<file path="src/core/aoc_pkg.sv">
// Shared constants and types for the angle offset correction block
package aoc_pkg;

	// ----------------------------------------
	// Register map
	// ----------------------------------------
	localparam int          AOC_ADDR_W        = 8;
	localparam int          AOC_DATA_W        = 16;
	localparam logic [7:0]  AOC_ADDR_OFS_CFG  = 8'h12;
	localparam logic [7:0]  AOC_ADDR_ANGLE    = 8'h13;
	localparam logic [7:0]  AOC_ADDR_MAGN     = 8'h14;
	localparam logic [15:0] AOC_RST_OFS_CFG   = 16'h0000;
	localparam logic [15:0] AOC_RST_ANGLE     = 16'h0000;
	localparam logic [15:0] AOC_RST_MAGN      = 16'h0000;
	localparam logic [15:0] AOC_UNMAPPED_READ = 16'h0000;

	// ----------------------------------------
	// Field layout of the offset configuration
	// ----------------------------------------
	localparam int AOC_SEL_MSB    = 15;
	localparam int AOC_SEL_LSB    = 14;
	localparam int AOC_FIRST_MSB  = 13;
	localparam int AOC_FIRST_LSB  = 7;
	localparam int AOC_SECOND_MSB = 6;
	localparam int AOC_SECOND_LSB = 0;
	localparam int AOC_OFS_W      = 7;

	// ----------------------------------------
	// Result layout and scaling
	// ----------------------------------------
	localparam int AOC_ANGLE_W    = 13;
	localparam int AOC_ANGLE_FRAC = 4;
	localparam int AOC_CODE_W     = 11;
	localparam int AOC_OFS_SHIFT  = AOC_DATA_W - AOC_CODE_W;

	// ----------------------------------------
	// Modes
	// ----------------------------------------
	typedef enum logic [1:0] {
		AOC_SEL_NONE   = 2'h0,
		AOC_SEL_FIRST  = 2'h1,
		AOC_SEL_SECOND = 2'h2,
		AOC_SEL_BOTH   = 2'h3
	} aoc_sel_t;

	typedef enum logic [1:0] {
		AOC_PAIR_OFF = 2'h0,
		AOC_PAIR_XY  = 2'h1,
		AOC_PAIR_YZ  = 2'h2,
		AOC_PAIR_XZ  = 2'h3
	} aoc_pair_t;

	typedef logic signed [AOC_DATA_W-1:0] aoc_axis_t;

endpackage

</file>
<file path="src/core/aoc_corr_if.sv">
// Interface between the offset configuration register and the offset router
`timescale 1ns/1ps
interface aoc_corr_if;
	import aoc_pkg::*;

	aoc_sel_t                    offset_sel;
	aoc_pair_t                   axis_pair;
	logic signed [AOC_OFS_W-1:0] first_offset;
	logic signed [AOC_OFS_W-1:0] second_offset;
	aoc_axis_t                   add_x;
	aoc_axis_t                   add_y;
	aoc_axis_t                   add_z;

	modport ctrl (
		output offset_sel,
		output axis_pair,
		output first_offset,
		output second_offset,
		input  add_x,
		input  add_y,
		input  add_z
	);

	modport router (
		input  offset_sel,
		input  axis_pair,
		input  first_offset,
		input  second_offset,
		output add_x,
		output add_y,
		output add_z
	);

endinterface

</file>
<file path="src/core/aoc_offset_corr.sv">
// Offset configuration, axis correction and angle/magnitude result registers
`timescale 1ns/1ps

module aoc_offset_corr (
	// Clock and reset
	input  wire logic                                sys_clk,
	input  wire logic                                resetn,
	// Register access
	input  wire logic [aoc_pkg::AOC_ADDR_W-1:0]      reg_addr,
	input  wire logic                                reg_wr,
	input  wire logic [aoc_pkg::AOC_DATA_W-1:0]      reg_wdata,
	input  wire logic                                reg_rd,
	output logic      [aoc_pkg::AOC_DATA_W-1:0]      reg_rdata,
	output logic                                     reg_rvalid,
	// Axis pair chosen for angle calculation
	input  wire logic [1:0]                          angle_en,
	// Raw axis results
	input  wire logic                                axis_valid,
	input  wire aoc_pkg::aoc_axis_t                  axis_x,
	input  wire aoc_pkg::aoc_axis_t                  axis_y,
	input  wire aoc_pkg::aoc_axis_t                  axis_z,
	// Corrected axes towards the angle engine
	output logic                                     corr_valid,
	output aoc_pkg::aoc_axis_t                       corr_x,
	output aoc_pkg::aoc_axis_t                       corr_y,
	output aoc_pkg::aoc_axis_t                       corr_z,
	// Angle engine results
	input  wire logic                                cordic_valid,
	input  wire logic [aoc_pkg::AOC_ANGLE_W-1:0]     cordic_angle,
	input  wire logic [aoc_pkg::AOC_DATA_W-1:0]      cordic_magnitude
);
	import aoc_pkg::*;

	// ----------------------------------------
	// Helpers
	// ----------------------------------------
	// Saturating signed add so a large offset cannot wrap the axis
	function automatic aoc_axis_t aoc_sat_add(input aoc_axis_t a, input aoc_axis_t b);
		logic signed [AOC_DATA_W:0] sum;
		sum = {a[AOC_DATA_W-1], a} + {b[AOC_DATA_W-1], b};
		if (sum[AOC_DATA_W] != sum[AOC_DATA_W-1])
			return sum[AOC_DATA_W] ? {1'b1, {(AOC_DATA_W-1){1'b0}}}
			                       : {1'b0, {(AOC_DATA_W-1){1'b1}}};
		return sum[AOC_DATA_W-1:0];
	endfunction

	// Exact word address match, shared by write and read decode
	function automatic logic aoc_addr_hit(
		input logic [AOC_ADDR_W-1:0] addr,
		input logic [AOC_ADDR_W-1:0] target
	);
		return addr == target;
	endfunction

	// ----------------------------------------
	// State
	// ----------------------------------------
	logic [AOC_DATA_W-1:0]  axis_offset_correction_config;
	logic [AOC_ANGLE_W-1:0] angle_value;
	logic [AOC_DATA_W-1:0]  vector_magnitude_output;
	logic [AOC_DATA_W-1:0]  angle_output;
	logic [AOC_DATA_W-1:0]  next_rdata;
	logic                   hit_cfg;
	logic                   hit_angle;
	logic                   hit_magn;
	aoc_sel_t               cfg_sel;
	logic [AOC_OFS_W-1:0]   cfg_first;
	logic [AOC_OFS_W-1:0]   cfg_second;
	aoc_axis_t              next_corr_x;
	aoc_axis_t              next_corr_y;
	aoc_axis_t              next_corr_z;

	aoc_corr_if corr_bus ();

	// ----------------------------------------
	// Address decode
	// ----------------------------------------
	// Unmapped addresses hit nothing: writes drop, reads give zero
	assign hit_cfg   = aoc_addr_hit(reg_addr, AOC_ADDR_OFS_CFG);
	assign hit_angle = aoc_addr_hit(reg_addr, AOC_ADDR_ANGLE);
	assign hit_magn  = aoc_addr_hit(reg_addr, AOC_ADDR_MAGN);

	// ----------------------------------------
	// Configuration register
	// ----------------------------------------
	// Result registers have no write path, so host writes there are lost
	always_ff @(posedge sys_clk or negedge resetn) begin
		if (!resetn) begin
			axis_offset_correction_config <= AOC_RST_OFS_CFG;
		end else if (reg_wr && hit_cfg) begin
			axis_offset_correction_config <= reg_wdata;
		end
	end

	// ----------------------------------------
	// Field extraction towards the router
	// ----------------------------------------
	assign cfg_sel    =
		aoc_sel_t'(axis_offset_correction_config[AOC_SEL_MSB:AOC_SEL_LSB]);
	assign cfg_first  =
		axis_offset_correction_config[AOC_FIRST_MSB:AOC_FIRST_LSB];
	assign cfg_second =
		axis_offset_correction_config[AOC_SECOND_MSB:AOC_SECOND_LSB];

	assign corr_bus.offset_sel    = cfg_sel;
	assign corr_bus.first_offset  = cfg_first;
	assign corr_bus.second_offset = cfg_second;
	assign corr_bus.axis_pair     = aoc_pair_t'(angle_en);

	aoc_offset_router u_router (
		.rt (corr_bus.router)
	);

	// ----------------------------------------
	// Axis correction
	// ----------------------------------------
	always_ff @(posedge sys_clk or negedge resetn) begin
		if (!resetn) begin
			corr_valid <= 1'b0;
		end else begin
			corr_valid <= axis_valid;
		end
	end

	// Sum saturates at full scale instead of wrapping
	always_comb begin
		next_corr_x = aoc_sat_add(axis_x, corr_bus.add_x);
		next_corr_y = aoc_sat_add(axis_y, corr_bus.add_y);
		next_corr_z = aoc_sat_add(axis_z, corr_bus.add_z);
	end

	// Each corrected axis holds until the next raw sample
	always_ff @(posedge sys_clk or negedge resetn) begin
		if (!resetn) begin
			corr_x <= '0;
		end else if (axis_valid) begin
			corr_x <= next_corr_x;
		end
	end

	always_ff @(posedge sys_clk or negedge resetn) begin
		if (!resetn) begin
			corr_y <= '0;
		end else if (axis_valid) begin
			corr_y <= next_corr_y;
		end
	end

	always_ff @(posedge sys_clk or negedge resetn) begin
		if (!resetn) begin
			corr_z <= '0;
		end else if (axis_valid) begin
			corr_z <= next_corr_z;
		end
	end

	// ----------------------------------------
	// Result registers
	// ----------------------------------------
	always_ff @(posedge sys_clk or negedge resetn) begin
		if (!resetn) begin
			angle_value <= AOC_RST_ANGLE[AOC_ANGLE_W-1:0];
		end else if (cordic_valid) begin
			angle_value <= cordic_angle;
		end
	end

	always_ff @(posedge sys_clk or negedge resetn) begin
		if (!resetn) begin
			vector_magnitude_output <= AOC_RST_MAGN;
		end else if (cordic_valid) begin
			vector_magnitude_output <= cordic_magnitude;
		end
	end

	// Upper bits above the 13-bit angle read as zero
	assign angle_output = {{(AOC_DATA_W-AOC_ANGLE_W){1'b0}}, angle_value};

	// ----------------------------------------
	// Read path
	// ----------------------------------------
	always_comb begin
		if (hit_cfg) begin
			next_rdata = axis_offset_correction_config;
		end else if (hit_angle) begin
			next_rdata = angle_output;
		end else if (hit_magn) begin
			next_rdata = vector_magnitude_output;
		end else begin
			next_rdata = AOC_UNMAPPED_READ;
		end
	end

	always_ff @(posedge sys_clk or negedge resetn) begin
		if (!resetn) begin
			reg_rvalid <= 1'b0;
		end else begin
			reg_rvalid <= reg_rd;
		end
	end

	// Read data holds its last value between reads
	always_ff @(posedge sys_clk or negedge resetn) begin
		if (!resetn) begin
			reg_rdata <= '0;
		end else if (reg_rd) begin
			reg_rdata <= next_rdata;
		end
	end

endmodule

</file>
<file path="src/core/aoc_offset_router.sv">
// Steers the two scaled offsets onto the axes of the selected pair
`timescale 1ns/1ps
module aoc_offset_router (
	aoc_corr_if.router rt
);
	import aoc_pkg::*;

	// ----------------------------------------
	// Offset scaling
	// ----------------------------------------
	// Offset code is the low bits of an 11-bit code in the axis range
	function automatic aoc_axis_t aoc_scale(input logic signed [AOC_OFS_W-1:0] ofs);
		aoc_axis_t wide;
		wide = aoc_axis_t'(ofs);
		return wide <<< AOC_OFS_SHIFT;
	endfunction

	logic use_first;
	logic use_second;
	aoc_axis_t scaled_first;
	aoc_axis_t scaled_second;

	assign use_first     = (rt.offset_sel == AOC_SEL_FIRST) ||
	                       (rt.offset_sel == AOC_SEL_BOTH);
	assign use_second    = (rt.offset_sel == AOC_SEL_SECOND) ||
	                       (rt.offset_sel == AOC_SEL_BOTH);
	assign scaled_first  = aoc_scale(rt.first_offset);
	assign scaled_second = aoc_scale(rt.second_offset);

	// ----------------------------------------
	// Axis mapping
	// ----------------------------------------
	always_comb begin
		rt.add_x = '0;
		rt.add_y = '0;
		rt.add_z = '0;
		case (rt.axis_pair)
			AOC_PAIR_XY: begin
				if (use_first)
					rt.add_x = scaled_first;
				if (use_second)
					rt.add_y = scaled_second;
			end
			AOC_PAIR_YZ: begin
				if (use_first)
					rt.add_y = scaled_first;
				if (use_second)
					rt.add_z = scaled_second;
			end
			AOC_PAIR_XZ: begin
				if (use_first)
					rt.add_x = scaled_first;
				if (use_second)
					rt.add_z = scaled_second;
			end
			default: begin
				// Angle engine off: no axis is corrected
				rt.add_x = '0;
			end
		endcase
	end

endmodule

</file>
<file path="config.mk">
export PLATFORM = sky130hd
export DESIGN_NAME = aoc_offset_corr
export DESIGN_NICKNAME = d
export VERILOG_FILES = /design/src/core/aoc_pkg.sv /design/src/core/aoc_corr_if.sv /design/src/core/aoc_offset_corr.sv /design/src/core/aoc_offset_router.sv
export SDC_FILE = /design/constraint.sdc
export NUM_CORES = 1
export LEC_CHECK = 0
export ABC_AREA = 1
export BUFFER_PORTS_ARGS = -buffer_cell sky130_fd_sc_hd__buf_2
export CAP_MARGIN = 10
export CORE_ASPECT_RATIO = 0.5
export CORE_MARGIN = 4
export CORE_UTILIZATION = 35
export DETAILED_ROUTE_END_ITERATION = 12
export PLACE_DENSITY_LB_ADDON = 0.2
export SLEW_MARGIN = 20
export SYNTH_ARGS = -nofsm -noshare
export SYNTH_HDL_FRONTEND = slang
export SYNTH_SLANG_ARGS = --single-unit
</file>
<file path="constraint.sdc">
create_clock -name sys_clk -period 4.4 [get_ports sys_clk]
set_clock_uncertainty 0.2 [all_clocks]
set_input_delay 0.44 -clock sys_clk [delete_from_list [all_inputs] [get_ports sys_clk]]
set_output_delay 0.44 -clock sys_clk [all_outputs]
set_load 0.1 [all_outputs]
</file>
==> results by group, run 1 <==
Logic synthesis
  – Largest family of logic cells by synthesized area: simple AND/OR/NAND/NOR gates
  – Cell with the most instances after synthesis: nand2_1
  – XOR/XNOR share of the synthesized area: 3.67%
  – Synth Area in Adders: 7.22%
  – Avg Cell Area, Syn: 8.60 um^2
  – Number of flops mapped to enable cells by yosys: 0
  – Yosys reg bits: 111
  – Main synth FF type: dfrtp_1
  – Synth top area cells: dfrtp_1, nand2_1, ha_1, nor2_1, a21oi_1
  – Mapped Cells: 721
  – Largest area contributor in the netlist: dfrtp_1
  – Distinct cells, synth: 44
  – Ys async rst share: 100%
  – Commonest cells post-synth: nand2_1, dfrtp_1, nor2_1
  – Warning count from the yosys run: 0
  – Mapped cell area: 0.00620 mm^2
  – Post-synthesis mux area share: 5.27%
  – Post-synthesis simple-gate area fraction: 20.7%
  – Post-synthesis compound-gate area fraction: 13.5%
  – Sequential share of the synthesized area: 44.8%
  – Synthesized net count: 864
  – Post-synth top area share: 44.8%

Clock network
  – CTS Buf Count: 9
  – # hold bufs at CTS: 0
  – CTS tree: built
  – Post_cts resized: 0
  – Longest Clk Path Bufs: 2
  – Post-CTS setup buffers: 0
  – TritonCTS Sinks: 111
  – Clock Tree Root: clkbuf_16
  – Htree depth: 3
  – Reg clk slew, reported paths: 70 ps
  – Worst-skew pair later-pin latency: 350 ps

Floorplan
  – Starting Density: 35.7%
  – IO Pins: 175
  – Core ar.: 0.0174 mm^2
  – Die Span X: 196 um
  – DIE AREA: 0.0200 mm^2
  – Rows: 34
  – Die Span Y: 102 um

STA
  – Final period util: 80.5%
  – TNS Setup: 0 ps
  – Fin Hold WS: -32.7 ps
  – Slew @ Worst Pin: 907 ps
  – Max-slew violations: 0
  – Slew Limit Headroom: 39.5%
  – Min Tclk post-route: 3540 ps
  – Hold Fails Final Rpt: 14
  – Fmax: 282 MHz
  – RSZ-0062 raised after global routing: no
  – # setup viols final: 0

Setup path
  – Worst Path Class, Setup: input port to flip-flop
  – Req. time, crit path: 4390 ps
  – CP Max Fanout: 14
  – Kind of cell adding the most delay to the critical path: compound AO/OA/AOI/OAI gates
  – CP bufs+invs: 2
  – Crit-path cells: buf_2 > inv_1 > ha_1 > nor2_1 > nor2_1 > ha_1 > a21oi_1 > o21ai_1 > a21oi_2 > o21ai_1 > xnor2_1 > a21oi_1 > o21ai_0
  – CP Launch Type: input port
  – Slowest cell on the critical path: a21oi_1
  – Arr. time, crit path: 3530 ps
  – Worst setup EP type: flip-flop
  – Slowest stage delay, CP: 720 ps

Global route
  – Largest net degree at the start of global routing: 64
  – Initial antenna violation count: 0
  – Wire length of the first global-routing pass: 27200 um
  – Gr ovfl total: 0
  – Vias in the first global route: 5178
  – Global Route Usage Sum: 17.3%

Place
  – DP HPWL: 13400 um
  – Number of I/O port buffers: 174
  – DP Cell Count: 1105
  – Final RePlAce weighted congestion: 0.818
  – Area after DPL: 0.00727 mm^2

Hold path
  – Worst Hold Class: input port to async pin

Route
  – DR vias/cell: 4.81
  – Routed wire length: 17200 um
  – Wire length per cell: 15.3 um
  – Pre-antenna DRT Iters: 4
  – DRC viols: 0
  – Drt first-iter violations: 271
  – DRT antenna net count: 0
  – Vias: 5389

Job
  – Maxcap violations: 0

Pwr
  – Clock power frac: 25.8%
  – Power share of the sequential group: 36.3%
  – Pint: 1.89 mW
  – Comb power frac: 37.9%
  – Switching part of the total: 44.1%
  – Sw Pwr: 1.49 mW
  – Leakage: 3.78 nW
  – Pwr Density: 447 mW/mm^2
  – Max IR drop VDD: 322 uV

Layout
  – Nets: 1025
  – Final Cell Area: 0.00758 mm^2
  – Fin cells: 1121
  – Layout area overhead: 22.3%
  – Antenna Cells: 0
  – Ratio of cells with drive above 1 in the final layout: 28.3%

Run status
  – Status: complete, but fails checks
  – Violated checks: hold timing
cells in the final DEF (no fill, tap or decap), drive strengths merged, types with 2 or more instances in the layout:
cell and n:
nand4 3, a221oi 8, clkbuf 11, bufinv 2, o221ai 3, nand2 160, o21a 4, o21ai 37
a31oi 2, clkinv 3, fa 3, mux2 29, buf 177, a41oi 5, nor2 92, a21o 2
nor3 4, xnor2 12, dfrtp 111, inv 45, ha 31, or2 4, xor2 14, nand3 40
a21oi 77
metrics by stage:
stage               util [%]  hold slack (ps)  worst slack (ps)  power, mW
floorplan                  -            -55.6              1320       2.26
global placement        41.9              260               488       2.53
detailed placement      41.9              263               431       2.54
CTS                     43.7             21.3               817       3.43
global route            43.7             33.2               426       3.55
finish                  43.7            -32.7               859       3.39
worst paths after layout:
path	from	end	slack (ps)	cells past startpoint
setup reg to reg	axis_offset_correction_config[14]	corr_x[3]	890	11
hold / removal	resetn	corr_y[14]	-30	1
min in group sys_clk	cordic_angle[9]	angle_value[9]	90	3
setup / recovery	angle_en[0]	corr_z[3]	860	13
hold reg to reg	reg_rdata[13]	reg_rdata[13]	280	1
max in group asynchronous	resetn	reg_rdata[8]	3130	2
cell families (layout without fill, tap and decap cells):
group                      after synthesis  after routing
buffers and inverters                   73            239
muxes                                   29             29
xor gates and xnor gates                26             26
AOI/OAI and AO/OA                      141            141
adders and majority gates               34             34
DFF                                    111            111
and+or+nand+nor                        307            307
flip-flops by register name (all words and copies together), names as in the netlist:
register	count
reg_rdata	16
reg_rvalid	1
corr_valid	1
corr_y	16
corr_x	16
corr_z	16
angle_value	13
vector_magnitude_output	16
axis_offset_correction_config	16
layout make-up:
type	count	area, um^2
fillers	1828	9770
multi-input cells	537	3130
flip-flops and latches	111	2780
repair buffers	177	896
well taps	234	293
clock buffers	11	233
inverters	46	176
clock inverters	5	81.3
layer usage:
metal,track usage (%),part of all wire [%],up-vias
met5,0,0,-
met4,2.90,0.71,0
met3,4.08,4.4,10
li1,-,-,2738
met1,25.0,50,2536
met2,27.0,45,105
power groups by stage:
stage	clock (mW)	combinational (mW)	sequential, mW
after global placement	0	1.29	1.24
after floorplan	0	0.315	1.95
after CTS	0.907	1.29	1.23
final	0.874	1.29	1.23
after detailed placement	0	1.29	1.25
after global routing	0.940	1.36	1.25
(Power assumes the default switching activity.)
==> run 2, diff against run 1 <==
==> constraint.sdc (replaced) <==
create_clock -name sys_clk -period 3.1 [get_ports sys_clk]
set_clock_uncertainty 0.2 [all_clocks]
set_input_delay 0.31 -clock sys_clk [delete_from_list [all_inputs] [get_ports sys_clk]]
set_output_delay 0.31 -clock sys_clk [all_outputs]
set_load 0.1 [all_outputs]
==> run 2 against run 1 <==
  * The flow now finishes without violations
  * Non-clock buffer count grew 83
  * Combinational power is 51% higher
  * Clock-buffer cell count is 2 higher
  * Critical path type is now flip-flop to flip-flop
  * Largest cell class unchanged
  * Largest power group unchanged
  * Highest routed layer unchanged
==> results by group, run 2 (same netlist as run 1, synthesis figures left out) <==
STA
  – # setup viols final: 0
  – PnR worst setup slack: 271 ps
  – Max-slew violations: 0
  – Fin Hold WS: 11.2 ps
  – Fmax: 353 MHz
  – Slew @ Worst Pin: 814 ps
  – Slew Limit Headroom: 45.6%
  – Final period util: 91.3%
  – Hold Fails Final Rpt: 0
  – Min Tclk post-route: 2830 ps

Route
  – DR vias/cell: 4.74
  – Wire length per cell: 15.0 um
  – DRC viols: 0
  – Routed wire length: 18000 um
  – DRT antenna net count: 0
  – Vias: 5711
  – Pre-antenna DRT Iters: 4
  – Drt first-iter violations: 238

Setup path
  – CP Launch Type: flip-flop
  – Worst-case reg-to-reg path depth: 17
  – Crit-path cells: buf_4 > nand3_1 > a21oi_2 > ha_2 > fa_1 > nor3b_1 > nor2_1 > nor2_1 > nand2_1 > nand2_1 > nand3_1 > nand2_1 > nand2_1 > nand3_1 > nand2_2 > inv_6 > a21oi_2
  – Crit path top cell by count: nand2_1
  – Worst setup EP type: flip-flop
  – Reg2reg setup slack: 270 ps
  – CP Max Fanout: 13
  – R2R Path End: corr_y[11]
  – Req. time, crit path: 3180 ps
  – Arr. time, crit path: 2910 ps
  – Launching point of the worst reg2reg path: axis_offset_correction_config[14]
  – Worst setup path start: axis_offset_correction_config[14]
  – Worst Path Class, Setup: flip-flop to flip-flop
  – Slowest stage delay, CP: 400 ps
  – Slowest cell on the critical path: dfrtp_1

Clock network
  – Clock Tree Root: clkbuf_16
  – Longest Clk Path Bufs: 2
  – Reg clk slew, reported paths: 70 ps
  – Worst-skew pair later-pin latency: 350 ps
  – CTS tree: built
  – CTS Buf Count: 9
  – Htree depth: 3
  – Post-CTS setup buffers: 0
  – TritonCTS Sinks: 111

Layout
  – Layout area overhead: 35.3%
  – Antenna Cells: 0
  – Most common cell after layout, fill and taps aside: buf_2
  – Ratio of cells with drive above 1 in the final layout: 29.7%
  – Commonest non-fill, non-tap cells in the layout: buf_2, nand2_1, dfrtp_1, nor2_1, a21oi_1
  – Nets: 1108

Floorplan
  – DIE AREA: 0.0200 mm^2
  – Starting Density: 35.7%
  – Core ar.: 0.0174 mm^2
  – IO Pins: 175
  – Die Span Y: 102 um
  – Die Span X: 196 um
  – Rows: 34

Pwr
  – Pwr Density: 588 mW/mm^2
  – Leakage: 4.16 nW
  – Max IR drop VDD: 385 uV

Global route
  – Vias in the first global route: 5627
  – Wire length of the first global-routing pass: 29000 um
  – Largest net degree at the start of global routing: 54
  – Gr ovfl total: 0
  – Global Route Usage Sum: 18.1%
  – Initial antenna violation count: 0

Hold path
  – Hold depth: 3
  – Worst Hold Path EP: vector_magnitude_output[13]
  – Worst Hold Class: input port to flip-flop
  – Hold Startpoint: cordic_magnitude[13]

Place
  – Final RePlAce weighted congestion: 0.839
  – DP HPWL: 13900 um
  – Number of I/O port buffers: 174
  – Setup WS pre-CTS: -58.1 ps

Run status
  – Status: complete, no violations

Job
  – Maxcap violations: 0
==> run 2: cell types whose count changed in the layout (fill, tap and decap cells not counted), sizes merged <==
cell,delta
buf,+31
bufinv,-1
clkinvlp,-1
dlygate4sd3,+52
clkbuf,+2
==> run 2: metal layers <==
metal / vias to the layer above / GRT usage (%) / wire (um)
li1: 2897 / - / -
met1: 2693 / 25.4 / 8810
met2: 105 / 29.4 / 8370
met3: 16 / 4.02 / 679
met4: 0 / 3.38 / 187
met5: - / 0 / 0
==> run 2: through the flow <==
step / TNS (ps) / util (%) / total power, mW / std cells / instance area, um^2
floorplan: 0 / - / 3.21 / 721 / 6200
global placement: -60.8 / 43.4 / 3.65 / 1136 / 7530
detailed placement: -814 / 43.4 / 3.67 / 1136 / 7530
CTS: 0 / 48.2 / 4.99 / 1203 / 8360
global route: -17.2 / 48.3 / 5.17 / 1204 / 8390
finish: 0 / 48.3 / 4.93 / 1204 / 8390
==> run 2: critical path: cells and delay by family, from the launching register on <==
kind | cells | cell delay [ps]
simple gates | 11 | 1120
flops | 1 | 400
compound gates | 2 | 180
fa+ha+maj | 2 | 570
buf+inv | 2 | 260
==> run 2: repair_timing <==
item,4_1_cts,5_1_grt
endpoints found under the hold margin,100,1
resized for setup,0,5
setup endpoints to repair,0,25
hold buffers,51,1
==> run 2: how the worst max path moves through the flow <==
stage / endpoint / slack (ps)
after floorplan: corr_z[0] / 150
after global placement: corr_y[12] / -10
after detailed placement: corr_x[13] / -60
after CTS: corr_x[13] / 200
after global routing: corr_y[13] / -10
final: corr_y[11] / 270
==> run 2: where the power goes <==
group          internal, mW  switching (mW)  total, mW
registers              1.63           0.108       1.74
clock network         0.720           0.526       1.25
logic                 0.438            1.51       1.95
total                  2.79            2.14       4.93
==> run 2: final cells by class <==
class	instances	area [um^2]
clock buffers	13	280
clock inverters	3	47.5
fillers	1704	8970
inverters	46	179
multi-input cells	537	3140
flip-flops and latches	111	2780
well taps	234	293
repair buffers	260	1670
